<file path="src/verilog/cdes_pkg.sv">
// Constants for the clock divider enable sequencer: configuration layout,
// values after reset, sequencing states and counts.
// Assumes a single 50 MHz system clock drives every flip-flop of the block.
package cdes_pkg;

  // ----------------------------------------------------------------
  // Configuration word layout (mode word)
  // ----------------------------------------------------------------
  localparam int MODE_SRC_POS    = 0;
  localparam int MODE_DIVIDE_BY_ONE_BIT_POS   = 1;
  localparam int MODE_BYPASS_POS = 2;
  localparam int MODE_PSEL_POS   = 3;
  localparam int MODE_PFUNC_POS  = 4;
  localparam int MODE_REFDIS_POS = 5;

  // ----------------------------------------------------------------
  // Values after reset and during stabilisation
  // ----------------------------------------------------------------
  localparam logic [8:0] MODE_RESET       = 9'h034;
  localparam logic [8:0] DIVIDER_RESET    = 9'h000;
  localparam logic [8:0] DIVIDER_MAX      = 9'h1ff;
  localparam logic [9:0] DIVISOR_OFFSET   = 10'h002;
  localparam logic [8:0] STAB_MCLK_CYCLES = 9'h100;

  // ----------------------------------------------------------------
  // Sequencer states, Gray coded around the power cycle
  // ----------------------------------------------------------------
  typedef enum logic [2:0] {
    CDES_PU_WAIT = 3'h0,
    CDES_PU_REF  = 3'h1,
    CDES_RUN     = 3'h3,
    CDES_PD_GATE = 3'h2,
    CDES_PD_TRI  = 3'h6,
    CDES_PD_OFF  = 3'h4
  } cdes_state_t;

endpackage

</file>
<file path="src/verilog/cdes_divider.sv">
// Programmable divide-by-N counter stepped by master clock rising edges.
// Assumes tick is a one-cycle pulse and mclk the master clock level.
`timescale 1ns/10ps
module cdes_divider
  import cdes_pkg::*;
(
  input  wire logic       clk,
  input  wire logic       sys_rst,
  input  wire logic       tick,
  input  wire logic       mclk,
  input  wire logic       clear,
  input  wire logic       bypass,
  input  wire logic [8:0] code,
  output logic            level_q
);

  logic [9:0] cnt_q;
  logic       idle_q;
  logic [9:0] divisor;
  logic [9:0] half;
  logic [9:0] cnt_d;

  assign divisor = {1'b0, code} + DIVISOR_OFFSET;
  assign half    = (divisor + 10'h001) >> 1;
  assign cnt_d   = (idle_q || cnt_q == divisor - 10'h001) ? 10'h000 : cnt_q + 10'h001;

  // ----------------------------------------------------------------
  // Counter; cleared state restarts with a high phase on next tick
  // ----------------------------------------------------------------
  always_ff @(posedge clk or posedge sys_rst)
  begin
    if (sys_rst)
    begin
      cnt_q   <= 10'h000;
      idle_q  <= 1'b1;
      level_q <= 1'b0;
    end
    else if (clear)
    begin
      cnt_q   <= 10'h000;
      idle_q  <= 1'b1;
      level_q <= 1'b0;
    end
    else if (bypass)
    begin
      idle_q  <= 1'b1;
      level_q <= mclk;
    end
    else if (tick)
    begin
      cnt_q   <= cnt_d;
      idle_q  <= 1'b0;
      level_q <= (cnt_d < half);
    end
  end

endmodule

</file>
<file path="src/verilog/cdes_sync.sv">
// Two-stage level synchroniser for asynchronous control pins.
// Assumes the destination clock is the block clock.
`timescale 1ns/10ps
module cdes_sync
  import cdes_pkg::*;
#(
  parameter int W = 1
)
(
  input  wire logic         clk,
  input  wire logic         sys_rst,
  input  wire logic [W-1:0] async_in,
  output logic      [W-1:0] sync_out
);

  logic [W-1:0] meta_q;

  // First stage feeds only the second stage
  always_ff @(posedge clk or posedge sys_rst)
  begin
    if (sys_rst)
    begin
      meta_q   <= '0;
      sync_out <= '0;
    end
    else
    begin
      meta_q   <= async_in;
      sync_out <= meta_q;
    end
  end

endmodule

</file>
<file path="src/verilog/cdes_top.sv">
// Output gating, reference switching and power sequencing of a
// programmable oscillator, modelled on the block clock.
// Assumes the internal oscillator is a toggle at half the block clock and
// that the external reference input is synchronous; gate and control pins pass a synchroniser.
`timescale 1ns/10ps

// Overview of operation
// - Pin function bit picks select or power-down
// - Disable bit tristates reference pin, else drives
// - Gate ignores reference pin; power-down disables it
// - Divide master clock by field plus two
// - Gate sampled on master clock rising edges
// - First output edge one to two periods
// - Gating never shortens an output pulse
// - Gate falls while high: finish pulse
// - Missed setup while low: one extra pulse
// - Divide-by-one: one or two extra pulses
// - Internal-to-external detected on internal falling edge
// - Hold low half period, then external low
// - External-to-internal is level triggered
// - Hold low until internal fall, then pass
// - Divided pin follows same glitch-free switching
// - Internal clock is oscillator over prescale
// - Power-down request low starts the sequence
// - Gate off, clear counters, then tristate output
// - Stop master clock, tristate reference, oscillator off
// - Power-up: max values, wait 256, restore
// - Gated off: oscillator runs, counters held
// - Select mode: high internal, low external
// - Bypass skips prescaler, else divide 4/2
// - Divide-by-one routes master clock straight out
module cdes_top
  import cdes_pkg::*;
(
  input  wire logic       clk,
  input  wire logic       sys_rst,
  input  wire logic       gate_in,
  input  wire logic       shared_control_pin,
  input  wire logic       external_reference_input,
  input  wire logic [8:0] divider_value,
  input  wire logic       pin_function_bit,
  input  wire logic       reference_pin_disable_bit,
  input  wire logic       prescaler_bypass_bit,
  input  wire logic       prescale_select_bit,
  input  wire logic       divide_by_one_bit,
  input  wire logic       source_bit,
  output logic            divided_clock_pin,
  output logic            divided_clock_oe,
  output logic            reference_clock_pin,
  output logic            reference_clock_oe,
  output logic            oscillator_enable
);

  // ----------------------------------------------------------------
  // Declarations
  // ----------------------------------------------------------------
  cdes_state_t state_q;
  logic [1:0]  sync_out;
  logic        gate_sync;
  logic        ctl_sync;
  logic [8:0]  div_cfg_q;
  logic [8:0]  mode_cfg_q;
  logic        pfunc;
  logic        pd_req;
  logic        want_ext;
  logic [8:0]  eff_div;
  logic        eff_divide_by_one_bit;
  logic        eff_bypass;
  logic        eff_psel;
  logic        osc_q;
  logic [1:0]  pre_cnt_q;
  logic        int_clk_d;
  logic        int_q;
  logic        int_prev_q;
  logic        int_fall;
  logic        int_rise;
  logic        ext_q;
  logic        use_ext_q;
  logic        hold_q;
  logic        wait_half_q;
  logic        mclk_stop;
  logic        mclk_d;
  logic        mclk_q;
  logic        mclk_prev_q;
  logic        mclk_rise;
  logic        gate_en_q;
  logic        run_q;
  logic        div_level;
  logic [8:0]  stab_cnt_q;

  // ----------------------------------------------------------------
  // Input synchronisation
  // ----------------------------------------------------------------
  cdes_sync #(.W(2)) u_sync (
    .clk      (clk),
    .sys_rst  (sys_rst),
    .async_in ({shared_control_pin, gate_in}),
    .sync_out (sync_out)
  );

  assign gate_sync = sync_out[0];
  assign ctl_sync  = sync_out[1];

  // ----------------------------------------------------------------
  // Shared pin function and effective settings
  // ----------------------------------------------------------------
  assign pfunc    = mode_cfg_q[MODE_PFUNC_POS];
  assign pd_req   = pfunc & ~ctl_sync;
  assign want_ext = pfunc ? mode_cfg_q[MODE_SRC_POS] : ~ctl_sync;

  // Stabilisation runs at the slowest settings so the outputs stay quiet
  assign eff_div    = (state_q == CDES_PU_WAIT) ? DIVIDER_MAX : div_cfg_q;
  assign eff_divide_by_one_bit   = (state_q != CDES_PU_WAIT) & mode_cfg_q[MODE_DIVIDE_BY_ONE_BIT_POS];
  assign eff_bypass = (state_q != CDES_PU_WAIT) & mode_cfg_q[MODE_BYPASS_POS];
  assign eff_psel   = (state_q != CDES_PU_WAIT) & mode_cfg_q[MODE_PSEL_POS];

  // ----------------------------------------------------------------
  // Configuration restore
  // ----------------------------------------------------------------
  // Settings only change at the end of stabilisation, never on the fly
  always_ff @(posedge clk or posedge sys_rst)
  begin
    if (sys_rst)
    begin
      div_cfg_q  <= DIVIDER_RESET;
      mode_cfg_q <= MODE_RESET;
    end
    else if (state_q == CDES_PU_WAIT && mclk_rise && stab_cnt_q == STAB_MCLK_CYCLES)
    begin
      div_cfg_q  <= divider_value;
      mode_cfg_q <= {3'h0, reference_pin_disable_bit, pin_function_bit,
                     prescale_select_bit, prescaler_bypass_bit,
                     divide_by_one_bit, source_bit};
    end
  end

  // ----------------------------------------------------------------
  // Internal oscillator and prescaler
  // ----------------------------------------------------------------
  always_ff @(posedge clk or posedge sys_rst)
  begin
    if (sys_rst)
    begin
      osc_q     <= 1'b0;
      pre_cnt_q <= 2'h0;
    end
    else if (oscillator_enable)
    begin
      osc_q <= ~osc_q;
      if (!osc_q)
      begin
        pre_cnt_q <= pre_cnt_q + 2'h1;
      end
    end
  end

  always_comb
  begin
    if (eff_divide_by_one_bit || eff_bypass)
    begin
      int_clk_d = osc_q;
    end
    else
    begin
      int_clk_d = eff_psel ? pre_cnt_q[0] : pre_cnt_q[1];
    end
  end

  always_ff @(posedge clk or posedge sys_rst)
  begin
    if (sys_rst)
    begin
      int_q      <= 1'b0;
      int_prev_q <= 1'b0;
      ext_q      <= 1'b0;
    end
    else
    begin
      int_q      <= int_clk_d;
      int_prev_q <= int_q;
      ext_q      <= oscillator_enable & external_reference_input;
    end
  end

  assign int_fall = int_prev_q & ~int_q;
  assign int_rise = ~int_prev_q & int_q;

  // ----------------------------------------------------------------
  // Glitch-free reference switch
  // ----------------------------------------------------------------
  always_ff @(posedge clk or posedge sys_rst)
  begin
    if (sys_rst)
    begin
      use_ext_q   <= 1'b0;
      hold_q      <= 1'b0;
      wait_half_q <= 1'b0;
    end
    else if (!use_ext_q)
    begin
      if (!hold_q)
      begin
        if (want_ext && int_fall)
        begin
          hold_q      <= 1'b1;
          wait_half_q <= 1'b1;
        end
      end
      else if (wait_half_q)
      begin
        if (int_rise)
        begin
          wait_half_q <= 1'b0;
        end
      end
      else if (!ext_q)
      begin
        use_ext_q <= 1'b1;
        hold_q    <= 1'b0;
      end
    end
    else
    begin
      if (!hold_q)
      begin
        // Level, not edge: works even with no external clock present
        if (!want_ext && !ext_q)
        begin
          hold_q <= 1'b1;
        end
      end
      else if (int_fall)
      begin
        use_ext_q <= 1'b0;
        hold_q    <= 1'b0;
      end
    end
  end

  // ----------------------------------------------------------------
  // Master clock
  // ----------------------------------------------------------------
  assign mclk_stop = (state_q == CDES_PD_TRI) || (state_q == CDES_PD_OFF);

  always_comb
  begin
    if (mclk_stop || hold_q)
    begin
      mclk_d = 1'b0;
    end
    else
    begin
      mclk_d = use_ext_q ? ext_q : int_q;
    end
  end

  always_ff @(posedge clk or posedge sys_rst)
  begin
    if (sys_rst)
    begin
      mclk_q      <= 1'b0;
      mclk_prev_q <= 1'b0;
    end
    else
    begin
      mclk_q      <= mclk_d;
      mclk_prev_q <= mclk_q;
    end
  end

  assign mclk_rise = mclk_q & ~mclk_prev_q;

  // ----------------------------------------------------------------
  // Output gate and divider
  // ----------------------------------------------------------------
  // A late gate change misses this edge and waits for the next one
  always_ff @(posedge clk or posedge sys_rst)
  begin
    if (sys_rst)
    begin
      gate_en_q <= 1'b0;
    end
    else if (mclk_rise)
    begin
      gate_en_q <= gate_sync & (state_q == CDES_RUN);
    end
  end

  // Run stays up until the current high phase ends
  always_ff @(posedge clk or posedge sys_rst)
  begin
    if (sys_rst)
    begin
      run_q <= 1'b0;
    end
    else
    begin
      run_q <= gate_en_q | (run_q & div_level);
    end
  end

  // Counters held while gated; the master clock keeps running
  cdes_divider u_div (
    .clk     (clk),
    .sys_rst (sys_rst),
    .tick    (mclk_rise),
    .mclk    (mclk_q),
    .clear   (~run_q),
    .bypass  (eff_divide_by_one_bit),
    .code    (eff_div),
    .level_q (div_level)
  );

  // ----------------------------------------------------------------
  // Enabling sequencer
  // ----------------------------------------------------------------
  always_ff @(posedge clk or posedge sys_rst)
  begin
    if (sys_rst)
    begin
      state_q    <= CDES_PU_WAIT;
      stab_cnt_q <= 9'h000;
    end
    else
    begin
      case (state_q)
        CDES_PU_WAIT:
        begin
          if (mclk_rise)
          begin
            stab_cnt_q <= stab_cnt_q + 9'h001;
            if (stab_cnt_q == STAB_MCLK_CYCLES)
            begin
              state_q <= CDES_PU_REF;
            end
          end
        end
        CDES_PU_REF:
        begin
          state_q <= CDES_RUN;
        end
        CDES_RUN:
        begin
          if (pd_req)
          begin
            state_q <= CDES_PD_GATE;
          end
        end
        CDES_PD_GATE:
        begin
          if (!gate_en_q && !run_q && !divided_clock_pin)
          begin
            state_q <= CDES_PD_TRI;
          end
        end
        CDES_PD_TRI:
        begin
          state_q <= CDES_PD_OFF;
        end
        CDES_PD_OFF:
        begin
          if (!pd_req)
          begin
            state_q    <= CDES_PU_WAIT;
            stab_cnt_q <= 9'h000;
          end
        end
        default:
        begin
          state_q <= CDES_PU_WAIT;
        end
      endcase
    end
  end

  // ----------------------------------------------------------------
  // Output pins
  // ----------------------------------------------------------------
  always_ff @(posedge clk or posedge sys_rst)
  begin
    if (sys_rst)
    begin
      divided_clock_pin   <= 1'b0;
      divided_clock_oe    <= 1'b0;
      reference_clock_pin <= 1'b0;
      reference_clock_oe  <= 1'b0;
      oscillator_enable   <= 1'b1;
    end
    else
    begin
      divided_clock_pin   <= div_level & run_q;
      divided_clock_oe    <= (state_q == CDES_RUN) || (state_q == CDES_PD_GATE);
      reference_clock_pin <= mclk_q;
      // The gate has no say here; only the disable bit and power state
      reference_clock_oe  <= ~mode_cfg_q[MODE_REFDIS_POS] &
                             ((state_q == CDES_PU_REF) || (state_q == CDES_RUN) ||
                              (state_q == CDES_PD_GATE));
      oscillator_enable   <= (state_q != CDES_PD_OFF) || !pd_req;
    end
  end

endmodule
</file>
<file path="config.mk">
export PLATFORM = sky130hd
export DESIGN_NAME = cdes_top
export DESIGN_NICKNAME = d
export VERILOG_FILES = /design/src/verilog/cdes_pkg.sv /design/src/verilog/cdes_divider.sv /design/src/verilog/cdes_sync.sv /design/src/verilog/cdes_top.sv
export SDC_FILE = /design/constraint.sdc
export NUM_CORES = 1
export LEC_CHECK = 0
export ABC_AREA = 1
export BUFFER_PORTS_ARGS = -buffer_cell sky130_fd_sc_hd__buf_2
export CAP_MARGIN = 10
export CORE_MARGIN = 2
export CORE_UTILIZATION = 61
export DETAILED_ROUTE_END_ITERATION = 16
export PLACE_DENSITY = 0.86
export SYNTH_ARGS = -nofsm -noshare
export SYNTH_HDL_FRONTEND = slang
export SYNTH_SLANG_ARGS = --single-unit
</file>
<file path="constraint.sdc">
create_clock -name clk -period 3.88 [get_ports clk]
set_input_delay 0.776 -clock clk [delete_from_list [all_inputs] [get_ports clk]]
set_output_delay 0.776 -clock clk [all_outputs]
set_load 0.02 [all_outputs]
</file>
======== After elaboration in Yosys (flattened, before gate mapping) ========
Cells that the tools add are included.
storage, ports and cells
  register bits ........................... 60
  input port bits ......................... 20
  output and inout port bits .............. 5
  logic and storage cells ................. 138
operators by class
  add/subtract/negate cells ............... 6
  order comparisons ....................... 1
  equal/unequal tests ..................... 16
  mux-type cells .......................... 42
  bitwise operators ....................... 19
  reduce and logical (&&, ||, !) cells .... 29
operator list
  operator                                              number
  2-to-1 mux 10 bit                                     4
  2-to-1 mux 1 bit                                      28
  2-to-1 mux 9 bit                                      3
  adder 10 x 1 -> 10 bit (second input constant)        2
  one-hot mux 3 bit (6 select lines)                    1
  one-hot mux 9 bit (2 select lines)                    1
  2-to-1 mux 3 bit                                      5
  inequality test 2 bit (second input constant)         6
  bitwise AND 1 bit                                     11
  adder 9 x 2 -> 10 bit (second input constant)         1
  equality test 10 bit                                  1
  less-than comparator 10 x 9 -> 1 bit                  1
  subtractor 10 x 1 -> 10 bit (second input constant)   1
  adder 9 x 1 -> 9 bit (second input constant)          1
  equality test 9 bit (second input constant)           1
  logical OR 1 bit                                      8
  inverter 1 bit                                        7
  equality test 3 x 2 -> 1 bit (second input constant)  2
  equality test 3 bit (second input constant)           2
  logical AND 1 bit                                     6
  logical NOT 1 bit                                     6
  inequality test 3 bit (second input constant)         2
  AND reduction 2 bit                                   3
  AND reduction 5 bit                                   1
  8 further kinds                                       9

======== Longest topological paths before layout ========
  depth in word-level cells ............... 11
  depth in mapped cells ................... 31

======== By module ========
A second synthesis with hierarchy kept.
second synthesis, totals
  cells, all modules ...................... 536
  area, all modules ....................... 3,911.3 sq um
modules (own cells, without submodules)
  module        times used  cells each  area an instance (sq um)  sequential area each (sq um)
  cdes_top      1           257         2,135.8                   1,106.1
  cdes_divider  1           274         1,671.6                   301.5
  cdes_sync     1           5           103.8                     100.1

======== Worst setup path before layout ========
Ideal clock, no wire load.
  path kind ............................... register -> register
  start ................................... reg state_q[1]
  end ..................................... reg u_div.level_q
  arrival time ............................ 3.281 ns
  data required time ...................... 3.815 ns
  slack ................................... 0.534 ns
  cell stages (with the launch flop) ...... 29
  path buffers ............................ 1
  clock period less this slack ............ 3.346 ns
  path through ............................ dfrtp_1 nor2_8 nand2_8 buf_6 nand2_1 ha_1 inv_1 a21oi_4 nand3_4 a21oi_4 inv_1 nor2_1 o21ai_2 nand2_1 nand3_2 nand2_2 clkinv_2 nand3_1 inv_1 ha_1 nand2_1 nor2_1 a211oi_1 nor2_1 nor2_1 nand2_1 nand2_1 nand2_1 nand2_1
between the ends
  word-level cells in the longest chain between the ends .. 11
  elaborated cells on any way between the ends .. 15
  those cells by class .................... 3 x add/sub; 1 x order compare; 2 x eq/ne; 5 x mux; 1 x bitwise; 3 x reduce/logical
RTL lines
  what                                  line                RTL
  from (decl)                           cdes_top.sv:57      cdes_state_t state_q;
  from (signal assigned)                cdes_top.sv:321     state_q <= CDES_PU_WAIT;
  from (signal assigned)                cdes_top.sv:334     state_q <= CDES_PU_REF;
  from (signal assigned)                cdes_top.sv:340     state_q <= CDES_RUN;
  logical NOT 3 bit                     cdes_top.sv:112     assign eff_div = (state_q == CDES_PU_WAIT) ? DIVIDER_MAX : div_cfg_q;
  2-to-1 mux 9 bit                      cdes_top.sv:112
  adder 9 x 2 -> 10 bit                 cdes_divider.sv:23  assign divisor = {1'b0, code} + DIVISOR_OFFSET;
  subtractor 10 x 1 -> 10 bit           cdes_divider.sv:25  assign cnt_d = (idle_q || cnt_q == divisor - 10'h001) ? 10'h000 : cnt_q + 10'h001;
  equality test 10 bit                  cdes_divider.sv:25
  logical OR 1 bit                      cdes_divider.sv:25
  2-to-1 mux 10 bit                     cdes_divider.sv:25
  less-than comparator 10 x 9 -> 1 bit  cdes_divider.sv:53  level_q <= (cnt_d < half);
  2-to-1 mux 1 bit                      cdes_divider.sv:49  else if (tick)
  2-to-1 mux 1 bit                      cdes_divider.sv:44  else if (bypass)
  2-to-1 mux 1 bit                      cdes_divider.sv:38  else if (clear)
  to (signal assigned)                  cdes_divider.sv:47  level_q <= mclk;
  to (signal assigned)                  cdes_divider.sv:53
  to (decl)                             cdes_divider.sv:14  output logic level_q
Parallel ways exist; a longest one is shown, timed or not. The select of a mux whose other input is x is not followed.
A chain may end at the register's enable or synchronous reset.

======== Worst setup path in the final report ========
  start ................................... reg state_q[0]
  end ..................................... reg u_div.level_q
The elaborated chain is that of the path after synthesis.

==> metrics.md <==
| Metric | Value |
|---|---|
| P&R area growth vs syn | `11.0%` |
| GP Congestion | `0.916` |
| Share of layout cells above drive strength 1 | `23.2%` |
| NumNets Final | `545` |
| Crit path max fanout | `12` |
| Most common flop cell mapped by yosys | `dfrtp_1` |
| Final hold violations | `0` |
| Number of port buffers | `24` |
| Post-DR wirelength/cell | `14.3 um` |
| Die Y | `83.9 um` |
| Outcome | `finished, final reports clean` |
| MaxCap Viol Count | `0` |
| Fmax | `282 MHz` |
| Total die area | `0.00704 mm2` |
| Int Pwr | `0.000999 W` |
| CTS Root Cell | `clkbuf_8` |
| P_leak | `2.19 nW` |
| TritonCTS buffer count | `9` |
| DRC Markers | `0` |
| Pwr/cell area | `331 mW/mm2` |
| Pins Over Slew Limit | `0` |
| Final Instance Area | `0.00432 mm2` |
| Clock power share | `35.0%` |
| Tcrit/Tclk final | `91.4%` |
| Clock tree sinks | `60` |
| Asr flop ratio synth | `100%` |
| Yosys reg bits | `60` |
| Core ar. | `0.00628 mm2` |
| Critical Path AT | `3830 ps` |
| DRT Pass-1 Iters | `7` |
| N_diodes | `0` |
| Number of antenna violations at the first check in global routing | `0` |
| Syn Nets | `509` |
| Via count | `3310` |
| Most common cell in the synthesized netlist | `nand2_1` |
| Total GRT Usage | `26.5%` |
| Initial core utilization | `62.1%` |
| Post-synth EDFFs | `0` |
| RSZ-0062 raised after global routing | `false` |
| Hold Path Class | `reg2reg` |
| Worst Skew | `9.90 ps` |
| WL final | `8480 um` |
| Worst-skew pair later-pin latency | `350 ps` |
| Final Setup Violations | `0` |
| H-Tree Depth | `3` |
| Largest vdd supply drop | `0.000243 V` |
| Synth Warn # | `0` |
| Initial DRC count | `259` |
| Synth top area share | `35.3%` |
| Reg clk slew, reported paths | `70 ps` |
| Psw | `0.000433 W` |
| Congestion Overflow GR | `0` |
| Synth Instances | `473` |
| TritonCTS clock tree | `yes` |
| Synth cell types | `42` |
| Row count | `29` |
| Syn Area/Cell | `8.24 um2` |
| Sequential power share | `51.2%` |
| Synth cell count leaders | `nand2_1 (90), inv_1 (75), dfrtp_1 (55)` |
| Die X | `83.9 um` |
| Ranking of synthesized cells by area | `dfrtp_1 (35%), nand2_1 (8.7%), inv_1 (7.2%), ha_1 (5.1%), nand3_1 (4.5%)` |
| Largest net degree at the start of global routing | `42` |
| Gate power share | `13.8%` |
| Switching share of power | `30.2%` |
| Sequential area share after synthesis | `38.7%` |
| Placed cell areas | `0.00409 mm2` |
| DP Worst Slack | `233 ps` |
| Io pins | `25` |
| Clk buf depth | `2` |
| R2R setup slack | `330 ps` |
| Tmin final | `3550 ps` |
| Critical path type | `reg2reg` |
| Req. time, crit path | `4170 ps` |
| Fill cell count | `486` |
| First-pass GRT wire length | `14900 um` |
| Number of global-route vias before repair | `3254` |
| Final WS setup | `335 ps` |
| Sum Neg Setup Slack | `0 ps` |
| Vias per cell | `5.60` |
| Remaining antenna violation count | `0` |
| Startpoint types | `register` |
| Crit end category | `register` |
| DP HPWL | `6360 um` |
| Post-Syn Area | `0.00390 mm2` |
| Slew headroom | `29.2%` |
| Biggest area consumer among synthesized cells | `dfrtp_1` |
| Worst-Margin Slew | `1050 ps` |
## worst max-delay path: stages (launching register included)
cell and delay (ps):
dfrtp_2 440, nor2_8 160, nand2_8 110, nand2_8 110, inv_1 90, ha_4 310
nand2_1 60, inv_1 70, nand3_1 130, nor2_2 180, nand3_1 130, nor2_1 140
nand2_1 60, nand2_1 70, nor2_2 50, nand3_2 100, nand2_4 70, nor2_1 190
ha_1 290, a21oi_1 130, nor2_1 50, a211oi_1 170, nor2_1 70, nor2_1 80
nand2_1 50, nand2_1 50, nand2_1 40, nand2_1 50
## repair_timing
| item | 4_1_cts | 5_1_grt |
|---|---|---|
| setup buffers | 0 | 2 |
| setup endpoints to repair | 0 | 1 |
| hold endpoints to repair | 0 | 0 |
| resized for setup | 0 | 12 |
| hold buffers | 0 | 0 |
## through the flow
stage	hold slack [ps]	util, %	std cells	total power [W]
6_report	352	68.9	591	0.00143
4_1_cts	353	67.9	589	0.00143
3_5_place_dp	338	65.2	573	0.000940
5_1_grt	357	68.9	591	0.00150
2_1_floorplan	331	-	473	0.000874
3_3_place_gp	334	65.2	573	0.000925
## cells in the final DEF, fill, tap and decap left out, types with 7 or more instances in the layout
cell,instances
buf_2,24
nand2_1,89
nand4_1,10
o21ai_0,22
xor2_1,15
a21oi_1,9
nor2_1,44
dfrtp_1,52
ha_1,14
clkbuf_8,10
inv_1,74
nor3_1,8
nand3_1,35
mux2_2,15
o22ai_1,7
nand2_2,13
## power by group through the flow
stage	Sequential [W]	Combinational (W)	Clock [W]
after floorplan	0.000737	0.000137	0
final	0.000733	0.000198	0.000501
after CTS	0.000733	0.000198	0.000501
after global routing	0.000740	0.000235	0.000527
after detailed placement	0.000744	0.000196	0
after global placement	0.000740	0.000185	0
## metal layers
metal / share of wire, % / vias up / track usage [%]
met5: 0 / - / 0
met4: 2.2 / 0 / 9.24
met3: 5.4 / 20 / 6.03
met2: 49 / 117 / 43.3
met1: 44 / 1568 / 34.7
li1: - / 1605 / -
## final timing paths
check | cells after the start | to | startpoint
max in group asynchronous | 3 | u_div.idle_q | sys_rst
min in group asynchronous | 2 | hold_q | sys_rst
worst min register to register | 0 | u_sync.sync_out[1] | u_sync.meta_q[1]
worst max-delay path | 27 | u_div.level_q | state_q[0]
worst max register to register | 27 | u_div.level_q | state_q[0]
worst min-delay path | 0 | u_sync.sync_out[1] | u_sync.meta_q[1]
## kinds of logic (layout without fill, tap and decap cells)
family                   Yosys count  after routing  share of synthesized area (%)
adder cells (fa/ha/maj)           16             16                           5.14
AND/OR/NAND/NOR                  222            222                           28.5
AO/OA/AOI/OAI                     56             56                           9.15
XOR/XNOR                          20             20                           5.40
buffers and inverters             84            125                           8.77
multiplexers                      15             15                           4.34
flip-flops                        60             60                           38.7
## registers in the layout (all words and copies together), names as in the netlist, 2 cells and up
signal and cells:
div_cfg_q 9, stab_cnt_q 9, mode_cfg_q 6, u_sync.sync_out 2, pre_cnt_q 2, state_q 3, u_div.cnt_q 10, u_sync.meta_q 2
## area by class of cell
cell class | instances | area, um2 | area share, %
clock inverters | 4 | 25.0 | 0.579
flip-flops and latches | 60 | 1510 | 35.0
inverters | 81 | 308 | 7.12
repair buffers | 28 | 150 | 3.47
clock buffers | 12 | 145 | 3.36
well taps | 77 | 96.3 | 2.23
multi-input cells | 329 | 2090 | 48.3
No activity file was read; power rests on OpenSTA's default activity.
